## src/core/qwr_pkg.sv

```systemverilog
/*
 * Shared constants and types for the queued DMA write command engine.
 * Assumes a device transport layer that sends FISes on request and
 * delivers received Data FIS payload as a stream of 32-bit words.
 */
package qwr_pkg;

    // ==========================================================
    // Widths and counts
    localparam int DATA_W = 32;
    localparam int TAG_W = 5;
    localparam int SECT_W = 16;
    localparam int REM_W = 23;
    localparam int SECT_SHIFT = 7;
    localparam int FIFO_DEPTH = 16;

    // ==========================================================
    // FIS codes and register content
    localparam logic [7:0] FIS_REG_D2H = 8'h34;
    localparam logic [7:0] FIS_DMA_ACT = 8'h39;
    localparam logic [7:0] STATUS_GOOD = 8'h50;
    localparam logic [7:0] STATUS_FAIL = 8'h51;
    localparam logic [7:0] ERROR_NONE = 8'h00;
    localparam logic [7:0] ERROR_ABORT = 8'h04;

    // ==========================================================
    // Reset values
    localparam logic [REM_W-1:0] REM_RESET = 23'h00_0000;

    // ==========================================================
    // Command engine states, one-hot
    typedef enum logic [6:0] {
        device_idle_state = 7'h01,
        qwr_decide_state = 7'h02,
        qwr_activate_state = 7'h04,
        qwr_receive_state = 7'h08,
        qwr_buffer_prep_state = 7'h10,
        qwr_status_state = 7'h20,
        qwr_release_state = 7'h40
    } state_type;

    // ==========================================================
    // Carriers
    typedef struct packed {
        logic [TAG_W-1:0] tag;
        logic [SECT_W-1:0] sectors;
    } cmd_type;

    typedef struct packed {
        logic [7:0] fis_type;
        logic rel;
        logic irq;
        logic [7:0] status;
        logic [7:0] error;
        logic [TAG_W-1:0] tag;
    } tx_fis_type;

endpackage : qwr_pkg

```

## src/core/qwr_device_fsm.sv

```systemverilog
/*
 * Device-side command engine for a queued DMA write, with the receive
 * buffer that sits between the transport layer and the device store.
 * Assumes one clock, a transport layer that holds fis_tx_done for one
 * cycle per sent FIS, and that the host has set up its DMA engine.
 */
`timescale 1ns/1ps

// ==============================================================
// Receive buffer
module rx_fifo #(
    parameter int WIDTH = 32,
    parameter int DEPTH = 16
) (
    input wire logic clk,
    input wire logic rst_n,
    input wire logic in_valid,
    output logic in_ready,
    input wire logic [WIDTH-1:0] in_data,
    output logic out_valid,
    input wire logic out_ready,
    output logic [WIDTH-1:0] out_data
);
    localparam int AW = $clog2(DEPTH);
    logic [WIDTH-1:0] mem [DEPTH];
    logic [AW-1:0] wr_q;
    logic [AW-1:0] rd_q;
    logic [AW:0] cnt_q;
    logic push;
    logic pop;

    assign in_ready = (cnt_q != (AW+1)'(DEPTH));
    assign out_valid = (cnt_q != '0);
    assign push = in_valid && in_ready;
    assign pop = out_valid && out_ready;
    assign out_data = mem[rd_q];

    always_ff @(posedge clk) begin
        if (push) begin
            mem[wr_q] <= in_data;
        end
    end

    always_ff @(posedge clk or negedge rst_n) begin
        if (!rst_n) begin
            wr_q <= '0;
            rd_q <= '0;
            cnt_q <= '0;
        end else begin
            if (push) begin
                wr_q <= (wr_q == AW'(DEPTH - 1)) ? '0 : wr_q + 1'b1;
            end
            if (pop) begin
                rd_q <= (rd_q == AW'(DEPTH - 1)) ? '0 : rd_q + 1'b1;
            end
            cnt_q <= cnt_q + (AW+1)'(push) - (AW+1)'(pop);
        end
    end
endmodule : rx_fifo

// ==============================================================
// Command engine
module qwr_device_fsm #(
    parameter int DEPTH = qwr_pkg::FIFO_DEPTH
) (
    input wire logic clk,
    input wire logic rst_n,
    input wire logic cmd_valid,
    output logic cmd_ready,
    input wire qwr_pkg::cmd_type cmd,
    input wire logic dev_can_accept,
    input wire logic dev_error,
    input wire logic rel_irq_en,
    output logic fis_tx_req,
    output qwr_pkg::tx_fis_type fis_tx,
    input wire logic fis_tx_done,
    input wire logic rx_valid,
    output logic rx_ready,
    input wire logic [qwr_pkg::DATA_W-1:0] rx_data,
    input wire logic rx_last,
    output logic buf_valid,
    input wire logic buf_ready,
    output logic [qwr_pkg::DATA_W-1:0] buf_data,
    output logic busy
);
    import qwr_pkg::*;

    state_type state_q;
    state_type state_d;
    logic [REM_W-1:0] rem_q;
    logic [TAG_W-1:0] tag_q;
    logic err_q;
    logic irq_en_q;
    logic abort;
    logic all_done;
    logic fifo_in_ready;
    logic rx_take;
    logic cmd_take;
    logic begun_q;

    assign cmd_ready = (state_q == device_idle_state);
    assign cmd_take = cmd_valid && cmd_ready;
    assign busy = !cmd_ready;
    assign abort = err_q || dev_error;
    assign all_done = (rem_q == '0);
    assign rx_ready = (state_q == qwr_receive_state) && fifo_in_ready;
    assign rx_take = rx_valid && rx_ready;
    assign fis_tx_req = (state_q == qwr_activate_state)
        || (state_q == qwr_status_state) || (state_q == qwr_release_state);

    // ==========================================================
    // Receive buffer toward the device store
    rx_fifo #(.WIDTH(DATA_W), .DEPTH(DEPTH)) u_fifo (
        .clk(clk),
        .rst_n(rst_n),
        .in_valid(rx_valid && (state_q == qwr_receive_state)),
        .in_ready(fifo_in_ready),
        .in_data(rx_data),
        .out_valid(buf_valid),
        .out_ready(buf_ready),
        .out_data(buf_data)
    );

    // ==========================================================
    // Next state
    always_comb begin
        state_d = state_q;
        case (state_q)
            device_idle_state: begin
                if (cmd_take) begin
                    state_d = qwr_decide_state;
                end
            end
            qwr_decide_state: begin
                if (abort || all_done) begin
                    state_d = qwr_status_state;
                end else if (dev_can_accept) begin
                    state_d = qwr_activate_state;
                end else begin
                    state_d = qwr_release_state;
                end
            end
            qwr_activate_state: begin
                if (fis_tx_done) begin
                    state_d = qwr_receive_state;
                end
            end
            qwr_receive_state: begin
                if (rx_take && rx_last) begin
                    state_d = qwr_buffer_prep_state;
                end
            end
            qwr_buffer_prep_state: begin
                // Waits here rather than releasing once data has moved
                if (abort || all_done) begin
                    state_d = qwr_status_state;
                end else if (dev_can_accept) begin
                    state_d = qwr_activate_state;
                end
            end
            qwr_status_state, qwr_release_state: begin
                if (fis_tx_done) begin
                    state_d = device_idle_state;
                end
            end
            default: begin
                state_d = device_idle_state;
            end
        endcase
    end

    always_ff @(posedge clk or negedge rst_n) begin
        if (!rst_n) begin
            state_q <= device_idle_state;
        end else begin
            state_q <= state_d;
        end
    end

    // ==========================================================
    // Command context
    always_ff @(posedge clk or negedge rst_n) begin
        if (!rst_n) begin
            rem_q <= REM_RESET;
            tag_q <= '0;
            irq_en_q <= 1'b0;
        end else if (cmd_take) begin
            rem_q <= REM_W'({cmd.sectors, {SECT_SHIFT{1'b0}}});
            tag_q <= cmd.tag;
            irq_en_q <= rel_irq_en;
        end else if (rx_take && !all_done) begin
            rem_q <= rem_q - 1'b1;
        end
    end

    // Error is sticky for the command; idle holds no error source
    always_ff @(posedge clk or negedge rst_n) begin
        if (!rst_n) begin
            err_q <= 1'b0;
        end else if (dev_error && busy) begin
            err_q <= 1'b1;
        end else if (cmd_take) begin
            err_q <= 1'b0;
        end
    end

    // Set once the first word of a command lands; AST_NO_REL_BEGUN checks that no release follows it
    always_ff @(posedge clk or negedge rst_n) begin
        if (!rst_n) begin
            begun_q <= 1'b0;
        end else if (rx_take) begin
            begun_q <= 1'b1;
        end else if (cmd_take) begin
            begun_q <= 1'b0;
        end
    end

    // ==========================================================
    // Outgoing FIS content, loaded for the state being entered and held while it is requested
    always_ff @(posedge clk or negedge rst_n) begin
        if (!rst_n) begin
            fis_tx <= '0;
        end else if (state_d != state_q) begin
            fis_tx.tag <= tag_q;
            fis_tx.fis_type <= FIS_REG_D2H;
            fis_tx.rel <= 1'b0;
            fis_tx.irq <= 1'b0;
            fis_tx.status <= STATUS_GOOD;
            fis_tx.error <= ERROR_NONE;
            case (state_d)
                qwr_activate_state: begin
                    fis_tx.fis_type <= FIS_DMA_ACT;
                end
                qwr_status_state: begin
                    fis_tx.irq <= 1'b1;
                    if (abort) begin
                        fis_tx.status <= STATUS_FAIL;
                        fis_tx.error <= ERROR_ABORT;
                    end
                end
                qwr_release_state: begin
                    fis_tx.rel <= 1'b1;
                    fis_tx.irq <= irq_en_q;
                end
                default: begin
                    fis_tx.fis_type <= FIS_REG_D2H;
                end
            endcase
        end
    end
endmodule : qwr_device_fsm

```

## config.mk

```make
export PLATFORM = sky130hd
export DESIGN_NAME = qwr_device_fsm
export DESIGN_NICKNAME = d
export VERILOG_FILES = /design/src/core/qwr_pkg.sv /design/src/core/qwr_device_fsm.sv
export SDC_FILE = /design/constraint.sdc
export NUM_CORES = 1
export LEC_CHECK = 0
export ABC_AREA = 0
export BUFFER_PORTS_ARGS = -buffer_cell sky130_fd_sc_hd__buf_2
export CAP_MARGIN = 20
export CORE_AREA = 8 8 236 238
export CTS_BUF_LIST = sky130_fd_sc_hd__clkbuf_4 sky130_fd_sc_hd__clkbuf_8 sky130_fd_sc_hd__clkbuf_16
export CTS_CLUSTER_DIAMETER = 120
export CTS_CLUSTER_SIZE = 30
export DETAILED_ROUTE_END_ITERATION = 8
export DIE_AREA = 0 0 244 246
export HOLD_SLACK_MARGIN = 0.05
export PLACE_DENSITY_LB_ADDON = 0.15
export RECOVER_POWER = 50
export SLEW_MARGIN = 25
export SYNTH_ARGS = -nofsm -noshare
export SYNTH_HDL_FRONTEND = slang
export SYNTH_SLANG_ARGS = --single-unit
```

## constraint.sdc

```tcl
create_clock -name clk -period 5.9 [get_ports clk]
set_clock_uncertainty 0.1 [all_clocks]
set_input_delay 1.18 -clock clk [delete_from_list [all_inputs] [get_ports clk]]
set_output_delay 1.18 -clock clk [all_outputs]
set_load 0.005 [all_outputs]
```

==> summary by stage, run 1 <==
Clock tree
After clock tree synthesis, the flow added hold-fix buffers numbering 0. The tree is rooted in a sky130_fd_sc_hd__clkbuf_16. In this run the post-CTS setup repair buffer count came out at 0. The total clock buffers created by CTS is 23. In this run the number of H-tree levels came out at 1. The clock tree from TritonCTS is done. The worst-case clock buffer depth is 3. The insertion delay to the later sink of the worst-skew pair is between 0.5 and 0.6 ns. Clock-pin slew was measured on the worst setup and hold paths at ~0.11 ns.

Counting every sink on the clock net gives about 570. Post-CTS repair changed the size of 0 cells.

Synthesis
Multiplexer cells account for 12.5% of the synthesized area. The post-synthesis adder-cell area fraction is 0.735%. The synthesized netlist occupies a cell area of around 23000 um^2. After synthesis, the share of flip-flops with an asynchronous set or reset is 10.6%. The simple-gate portion of the synthesized area is 4.54%. The synthesized-area fraction occupied by xor and xnor cells is 0.681%.

The post-synthesis cell count is 1356. The number of storage elements in the synthesis netlist is 573. The sequential cell area fraction in the yosys report is between 70 and 80%. The synthesized netlist devotes roughly 6% of its cell area to compound gates.

In this run, synthesis inferred 512 flip-flops with an integrated enable. The combinational family with the most area after synthesis is multiplexers. Summed over its instances, the top area cell type makes up around two thirds of the synthesized netlist area. Yosys attributes the largest share of cell area to sky130_fd_sc_hd__edfxtp_1, sky130_fd_sc_hd__dfrtp_1, sky130_fd_sc_hd__mux4_2, sky130_fd_sc_hd__mux2i_1, sky130_fd_sc_hd__o21ai_0. In this run, distinct cell masters in the synthesized netlist total 66. The mean instance size in the synthesized netlist is 17.1 um^2.

The most used flip-flop cell after synthesis is sky130_fd_sc_hd__edfxtp_1. The yosys synthesis warning count is 0. Summed over all instances, the cell type with the most area after synthesis is sky130_fd_sc_hd__edfxtp_1.

Die
The initial standard-cell utilization of the core is 44.5%. The die covers about 60000 um^2. During I/O placement, the number of pins put on the boundary was 131. Measured along the y axis, the die boundary spans 246 um.

The core region is about 52000 um^2. The width of the chip is approximately 240 um. The total number of placement rows is 84.

Pwr
The power after layout is 10000 uW. IR analysis of the VDD net gives a maximum drop of roughly 340 uV. The clock share of power is 20.4%. Summed over all nets, the switching power comes to between 3000 and 4000 uW.

The ratio of total power to cell area is 396 nW/um^2. Net switching is a little under a third of the power. The cell internal power dissipation is 6820 uW. Per report_power, the sequential group accounts for 48.9% of the total. Combinational logic burns 30.7% of the power. The cell leakage power is 0.00855 uW.

Route
Detailed routing inserted a total of 12223 vias. The total iterations of the first detailed-routing run is 6. Once detail routing completed, the nets flagged for antenna violations numbered 0. The ratio of routed vias to standard cells is 5.65. The post-detailed-route DRC marker count is 0.

The average routed wire per standard cell is 24.3 um. The first routing iteration left 912 violations. The routed design has approximately 53 mm of wire.

Placement
The total placed instance area is 24600 um^2. In this run, placement finished with an instance count of between 2000 and 2500. The port buffer count is roughly 120. Routability-driven placement finished with a final weighted congestion of about 0.78. After legalization and detailed placement, the total HPWL measured 30.5 mm.

Worst setup path
The depth of the critical timing path with buffers and inverters included is 5. For the worst setup path, the data required time is 4.62 ns. The slowest cell on the critical path is sky130_fd_sc_hd__dfrtp_1. The critical path class is register to output port.

The worst setup path is launched from a register. The critical path endpoint category is an output port. The family with the most delay on the worst path is flip-flops.

Together, buffers and inverters on the worst path number 2. For this run, the slowest stage of the critical path takes 1.12 ns. The largest fanout of any net on the critical path is roughly 50. Traced cell by cell, the critical path runs through buf_4 -> mux4_2 -> a22oi_1 -> nand2_1 -> buf_2. The data arrival at the endpoint of the critical path is 3.46 ns. The worst reg-to-reg path cell count is 5.

Cells and area
The most frequent standard cell in the layout excluding fill and tap cells is sky130_fd_sc_hd__edfxtp_1. The post-layout net count is 1534. Summing all non-filler instances in the final layout gives an area of 25300 um^2. The fraction of final layout cells with drive strength greater than 1 is approximately a fifth.

Once layout is complete, the cells apart from fillers number 2165. Relative to the synthesized area, the layout overhead comes to 9.15%. In the layout the commonest cells are sky130_fd_sc_hd__edfxtp_1, sky130_fd_sc_hd__mux2i_1, sky130_fd_sc_hd__nand2_1.

STA
The worst path in the final design needs a cycle of 4.74 ns, including I/O delays and setup. The slew at the pin with the worst max-slew slack is 2.12 ns. Measured against its own limit, the worst slew margin works out to -41.5%. The share of the clock period used by the worst path is roughly 80%.

Summed over all failing endpoints, the final setup total negative slack is 0 ns. The number of setup violations in the final report is 0. The count of final max-slew check failures is 40. The final number of hold-violating endpoints is 0. The highest clock frequency the design can meet is 211 MHz. Setup repair after global routing left no endpoint under its margin.

GRT
The all-layer global routing usage is 17.1%. The pin count of the biggest net entering global routing is 58. The initial antenna violation count is 3. The remaining global-route overflow is 0. The number of global-route vias before repair is 12479. The global-route wire length before repair is about 79 mm.

Run status
The run finished, with violations left. The final reports fail on max-capacitance violations, max-slew violations.

Min path
The worst hold path was traced through 2 stages. The tightest min-delay check is of the register to register type.

Run
The number of max-cap violations is 1.
tightest hold or removal path, delay by kind of cell, from the launching register on:
kind / cells / cell delay, ns
AND/OR/NAND/NOR: 2 / 0.11
flip-flops: 1 / 0.36
registers in the layout, summed over array words and instances, names as in the netlist:
| signal | flops |
|---|---|
| rem_q | 23 |
| err_q | 1 |
| u_fifo.rd_q | 4 |
| u_fifo.mem | 512 |
| tag_q | 5 |
| u_fifo.wr_q | 4 |
| irq_en_q | 1 |
| u_fifo.cnt_q | 5 |
| fis_tx | 11 |
| state_q | 7 |
per-stage QoR:
stage               util [%]  hold slack [ns]  setup WS (ns)
floorplan                  -            0.342           1.28
global placement        47.3            0.359           2.11
detailed placement      47.3            0.363           2.10
CTS                     48.7            0.391           1.45
global route            48.6            0.416          0.885
finish                  48.6            0.391           1.16
cells by family (layout without fill, tap and decap cells):
kind of cell,count (synthesis),in the layout
flops,573,573
compound gates,219,219
simple gates,212,212
mux,203,203
buf+inv,117,222
xor+xnor,18,18
fa+ha+maj,13,13
other cells,1,17
metal layers:
metal | routed length [um] | GRT usage [%] | part of all wire [%]
met5 | 13 | 0 | 0.025
met4 | 650 | 3.05 | 1.2
met3 | 2590 | 2.56 | 4.9
met2 | 25700 | 28.5 | 49
met1 | 23700 | 24.1 | 45
power by group through the flow:
stage	clock [uW]	sequential [uW]	combinational, uW
after floorplan	0	4750	2270
after global placement	0	4990	3130
after detailed placement	0	4990	3150
after CTS	2110	4900	3160
after global routing	2230	4930	3420
final	2040	4890	3080
area by class of cell:
class | instances | area, um^2
Antenna cell | 2 | 5.00
Clock inverter | 3 | 41.3
Inverter | 26 | 97.6
Fill cell | 4427 | 26700
Clock buffer | 39 | 696
Sequential cell | 573 | 16900
Timing Repair Buffer | 154 | 835
Multi-Input combinational cell | 680 | 5840
Tap cell | 688 | 861
cells in the mapped netlist, types with 3 or more instances:
library cell / number
sky130_fd_sc_hd__o21ai_0: 73
sky130_fd_sc_hd__a211oi_1: 3
sky130_fd_sc_hd__mux2i_1: 105
sky130_fd_sc_hd__nand4_1: 5
sky130_fd_sc_hd__nand2_1: 96
sky130_fd_sc_hd__buf_4: 23
sky130_fd_sc_hd__or4_1: 7
sky130_fd_sc_hd__nand3_1: 13
sky130_fd_sc_hd__xnor2_1: 12
sky130_fd_sc_hd__a21oi_1: 40
sky130_fd_sc_hd__o311ai_0: 5
sky130_fd_sc_hd__mux2_4: 7
sky130_fd_sc_hd__and2_1: 10
sky130_fd_sc_hd__mux2_2: 27
sky130_fd_sc_hd__mux4_2: 64
sky130_fd_sc_hd__nor3_1: 15
sky130_fd_sc_hd__edfxtp_1: 512
sky130_fd_sc_hd__buf_2: 6
sky130_fd_sc_hd__o211ai_1: 8
sky130_fd_sc_hd__or3_1: 4
sky130_fd_sc_hd__or2_2: 3
sky130_fd_sc_hd__inv_1: 26
sky130_fd_sc_hd__a221oi_1: 32
sky130_fd_sc_hd__ha_1: 12
sky130_fd_sc_hd__nor4_1: 3
sky130_fd_sc_hd__nor2_1: 32
sky130_fd_sc_hd__dfrtp_1: 60
sky130_fd_sc_hd__a22oi_1: 35
sky130_fd_sc_hd__nor3b_1: 3
sky130_fd_sc_hd__xor2_1: 6
sky130_fd_sc_hd__buf_1: 13
sky130_fd_sc_hd__clkbuf_1: 47
sky130_fd_sc_hd__a31oi_1: 4
worst paths after layout:
path | start | endpoint | slack, ns
max in group asynchronous | rst_n | u_fifo.rd_q[3] | 2.31
min in group asynchronous | rst_n | rem_q[14] | 1.11
worst max-delay path | u_fifo.rd_q[1] | buf_data[0] | 1.16
worst min-delay path | tag_q[3] | tag_q[3] | 0.39
worst max register to register | state_q[1] | u_fifo.mem[15][1] | 2.07
worst min register to register | tag_q[3] | tag_q[3] | 0.39
Note: power is estimated with default switching activity, not from simulation.
==> run 2: changes to the inputs <==
--- a/config.mk
+++ b/config.mk
@@ -5,15 +5,15 @@
 export SDC_FILE = /design/constraint.sdc
 export NUM_CORES = 1
 export LEC_CHECK = 0
-export ABC_AREA = 0
+export ABC_AREA = 1
 export BUFFER_PORTS_ARGS = -buffer_cell sky130_fd_sc_hd__buf_2
 export CAP_MARGIN = 20
-export CORE_AREA = 8 8 236 238
+export CORE_AREA = 8 8 237 239
 export CTS_BUF_LIST = sky130_fd_sc_hd__clkbuf_4 sky130_fd_sc_hd__clkbuf_8 sky130_fd_sc_hd__clkbuf_16
 export CTS_CLUSTER_DIAMETER = 120
 export CTS_CLUSTER_SIZE = 30
 export DETAILED_ROUTE_END_ITERATION = 8
-export DIE_AREA = 0 0 244 246
+export DIE_AREA = 0 0 245 247
 export HOLD_SLACK_MARGIN = 0.05
 export PLACE_DENSITY_LB_ADDON = 0.15
 export RECOVER_POWER = 50
==> constraint.sdc (replaced) <==
create_clock -name clk -period 3.8 [get_ports clk]
set_clock_uncertainty 0.1 [all_clocks]
set_input_delay 0.76 -clock clk [delete_from_list [all_inputs] [get_ports clk]]
set_output_delay 0.76 -clock clk [all_outputs]
set_load 0.005 [all_outputs]
==> run 2 against run 1 <==
  * The flow still finishes with violations (max-capacitance violations, max-slew violations)
  * Power grew 66%
  * Clock power rose by 58%
  * Final cell count is 22% higher
  * Sequential cell count is the same
  * Utilization is 0.13 points higher
  * Die area increased by 0.82%
  * Cell area up 0.67%
  * Critical path depth rose by 2
  * Sequential power rose by 51%
  * Largest cell class unchanged
==> summary by stage, run 2 <==
Cells and area
The register ranked first by flip-flop count is u_fifo.mem. The post-layout net count is 2009. The most frequent standard cell in the layout excluding fill and tap cells is sky130_fd_sc_hd__edfxtp_1. The area of all placed cells without fillers is 25500 um^2. The register with the most flip-flops in the layout has 512 of them. Fill cells in the final layout number roughly 4600. The largest registers in the layout are u_fifo.mem (512), rem_q (23), fis_tx (11). The post-route netlist has 11.5% of its cells at a drive strength greater than 1. The multi-input logic area is 5660 um^2. Leaving out fill and tap cells, the most frequent cells in the layout are sky130_fd_sc_hd__edfxtp_1, sky130_fd_sc_hd__nand2_1, sky130_fd_sc_hd__o21ai_0. The sequential cells in the finished layout cover a total of 16900 um^2. The synthesis-to-layout area growth is 9.44%.

Die
During I/O placement, the number of pins put on the boundary was 131. The initial standard-cell utilization of the core is 44.5%. The width of the chip is 245 um. The area of the placeable core is ~52000 um^2. The height of the die is approximately 250 um. In this run the core area contains 84 standard-cell rows. The die covers 60500 um^2.

Synthesis
The count of flip-flops with a built-in enable after synthesis is 512. The fraction of post-synthesis cell area in the top cell type by area is 66.1%. In the synthesized netlist, the cells that appear most often are sky130_fd_sc_hd__edfxtp_1, sky130_fd_sc_hd__nand2_1, sky130_fd_sc_hd__nor2_1.

The yosys synthesis warning count is 0. Synthesis handed over a netlist of about 1900 instances. In this run, distinct cell masters in the synthesized netlist total 49. The largest area contributor in the netlist is sky130_fd_sc_hd__edfxtp_1. After synthesis, the cell types taking the most area are sky130_fd_sc_hd__edfxtp_1, sky130_fd_sc_hd__dfrtp_1, sky130_fd_sc_hd__nand2_1, sky130_fd_sc_hd__o21ai_0, sky130_fd_sc_hd__nor2_1. The number of storage elements in the synthesis netlist is 573. The most common cell in the netlist is sky130_fd_sc_hd__edfxtp_1. In the synthesized netlist the dominant register cell turns out to be sky130_fd_sc_hd__edfxtp_1. The share of synthesized registers carrying an async set or reset is 10.6%. The combined area of all synthesized cells is between 20000 and 25000 um^2.

The share of the Yosys chip area taken by registers is approximately 73%. The mean instance size in the synthesized netlist is 12.6 um^2.

Run
The number of max-cap violations is 2.

Worst setup path
Of all nets on the critical path, the largest fanout is 38. The critical path endpoint category is an output port. Traced cell by cell, the critical path runs through nand2_2 -> buf_4 -> a21oi_1 -> a221oi_1 -> o21ai_0 -> nand2_1 -> buf_2.

The data arrival at the endpoint of the critical path is 2.77 ns. The worst setup path is of the register to output port kind. The worst setup path is launched from a register.

In this design, the stage delay of the slowest critical-path cell is ~0.64 ns. The slowest cell on the critical path is sky130_fd_sc_hd__dfrtp_4. STA puts the critical path data required time at 2.94 ns.

STA
The highest clock frequency the design can meet is 275 MHz. The final critical-path setup slack is 0.166 ns. The tightest slew margin relative to the limit is -36.6%.

At the pin with the least slew margin, the transition time is between 2 and 2.5 ns. The count of final max-slew check failures is 64. The sum of negative setup slack is 0 ns. Setup repair after global routing left no endpoint under its margin. The share of the clock period used by the worst path is a little over nine tenths.

The number of setup violations in the final report is 0. The final number of hold-violating endpoints was 0. After layout, the minimum clock period comes to 3.63 ns.

Pwr
The cell leakage power is 0.00881 uW. Dividing total power by cell area gives a power density of 652 nW/um^2. The worst ir drop on vdd is 353 uV.

Run status
The final reports fail on max-capacitance violations, max-slew violations. The flow ran to the end, but the final reports show violations.

GRT
The number of global-route vias before repair is 14793. The initial antenna violation count is 3. In the global route stage, met1 resource usage came out at 26.9%. The most congested layer reported by global routing is met2. The met3 layer usage reported by global route is under 10%.

Global routing used 33.1% of the available met2 tracks. Entering global routing, the biggest net connects 135 pins. The all-layer global routing usage is 19.5%. The first global-routing pass estimated 91.6 mm of wire.

The remaining global-route overflow is 0.

Clock tree
The cell at the root of the clock tree is sky130_fd_sc_hd__clkbuf_16. The insertion delay to the later sink of the worst-skew pair is 0.59 ns. The clock sink total is ~570. The post-CTS setup buffer count is 0. The clock tree from TritonCTS is done. No sink is reached through more buffers than the 3 on the longest clock path.

The total clock buffers created by CTS is 23. CTS built an H-tree with a depth of 1. The clock transition at the registers of the reported paths is ~0.12 ns.

Placement
The total placed instance area is 24800 um^2. The post-detailed-placement half-perimeter wirelength is 33.8 mm. The port buffer count is 115.

At the end of routability-driven placement, the weighted congestion stood at 0.794. The pre-CTS worst setup slack is 0.738 ns.

Route
After the first detailed-routing iteration, the DRC count stood at about 1500. The final route contains 14814 vias. The post-detailed-route DRC marker count is 0. The ratio of routed vias to standard cells is 5.61. Dividing the detail-routed wire length by the instance count gives 22.8 um. The count of nets left with antenna violations once routing finished came out at 0.

The pre-antenna-repair detailed-routing pass consisted of 7 iterations. The total length of routed wires is 60.2 mm.

Min path
The class of the tightest hold or removal check is input port to register.
run 2: power by group:
group	switching, uW	total, uW	internal [uW]
registers	279	7400	7120
logic	4090	5980	1890
clock network	1930	3230	1290
total	6300	16600	10300
run 2: routing by layer:
metal,up-vias,part of all wire (%)
li1,6864,-
met1,7521,45
met2,366,49
met3,63,4.5
met4,0,1.6
met5,-,0
run 2: cell families after synthesis:
family                   count (synthesis)  share of synthesized area [%]
buffers and inverters                  185                           3.53
other                                    1                         0.0161
adder cells (fa/ha/maj)                 13                          0.732
flip-flops                             573                           72.7
XOR/XNOR                                14                          0.527
AO/OA/AOI/OAI                          401                           10.1
AND/OR/NAND/NOR                        666                           12.5
run 2: area by class of cell:
class | instances | share of cell area (%)
Antenna cell | 3 | 0.0295
Clock buffer | 38 | 2.70
Clock inverter | 4 | 0.167
Inverter | 61 | 0.929
Multi-Input combinational cell | 1109 | 22.2
Sequential cell | 573 | 66.4
Tap cell | 688 | 3.38
Timing Repair Buffer | 165 | 4.12
run 2: path summary, 6_finish.rpt:
kind	start	end	depth (start not counted)	slack (ns)
max in group asynchronous	rst_n	u_fifo.wr_q[1]	2	0.64
worst min-delay path	cmd[16]	tag_q[0]	3	0.28
min in group asynchronous	rst_n	rem_q[11]	1	0.65
worst max register to register	state_q[5]	u_fifo.mem[11][31]	8	0.75
worst min register to register	tag_q[1]	tag_q[1]	2	0.39
worst max-delay path	u_fifo.rd_q[1]	buf_data[3]	7	0.17
run 2: per-stage QoR:
stage                     util [%]  total power [uW]  hold WS [ns]  cells
after CTS                     48.9             16800         0.196   2638
after floorplan                  -             11300         0.342   1867
final                         48.7             16600         0.279   2641
after detailed placement      47.5             13600         0.359   2596
after global routing          48.7             17600         0.278   2640
after global placement        47.5             13500         0.365   2596
run 2: timing repair:
action / CTS / global route
setup endpoints to repair: 0 / 9
resized for setup: 0 / 2
hold buffers: 0 / 0
run 2: critical path: cells and delay by family (launching register included):
family | cells | cell delay (ns)
compound gates | 3 | 0.63
flops | 1 | 0.64
simple gates | 2 | 0.22
buf+inv | 2 | 0.67
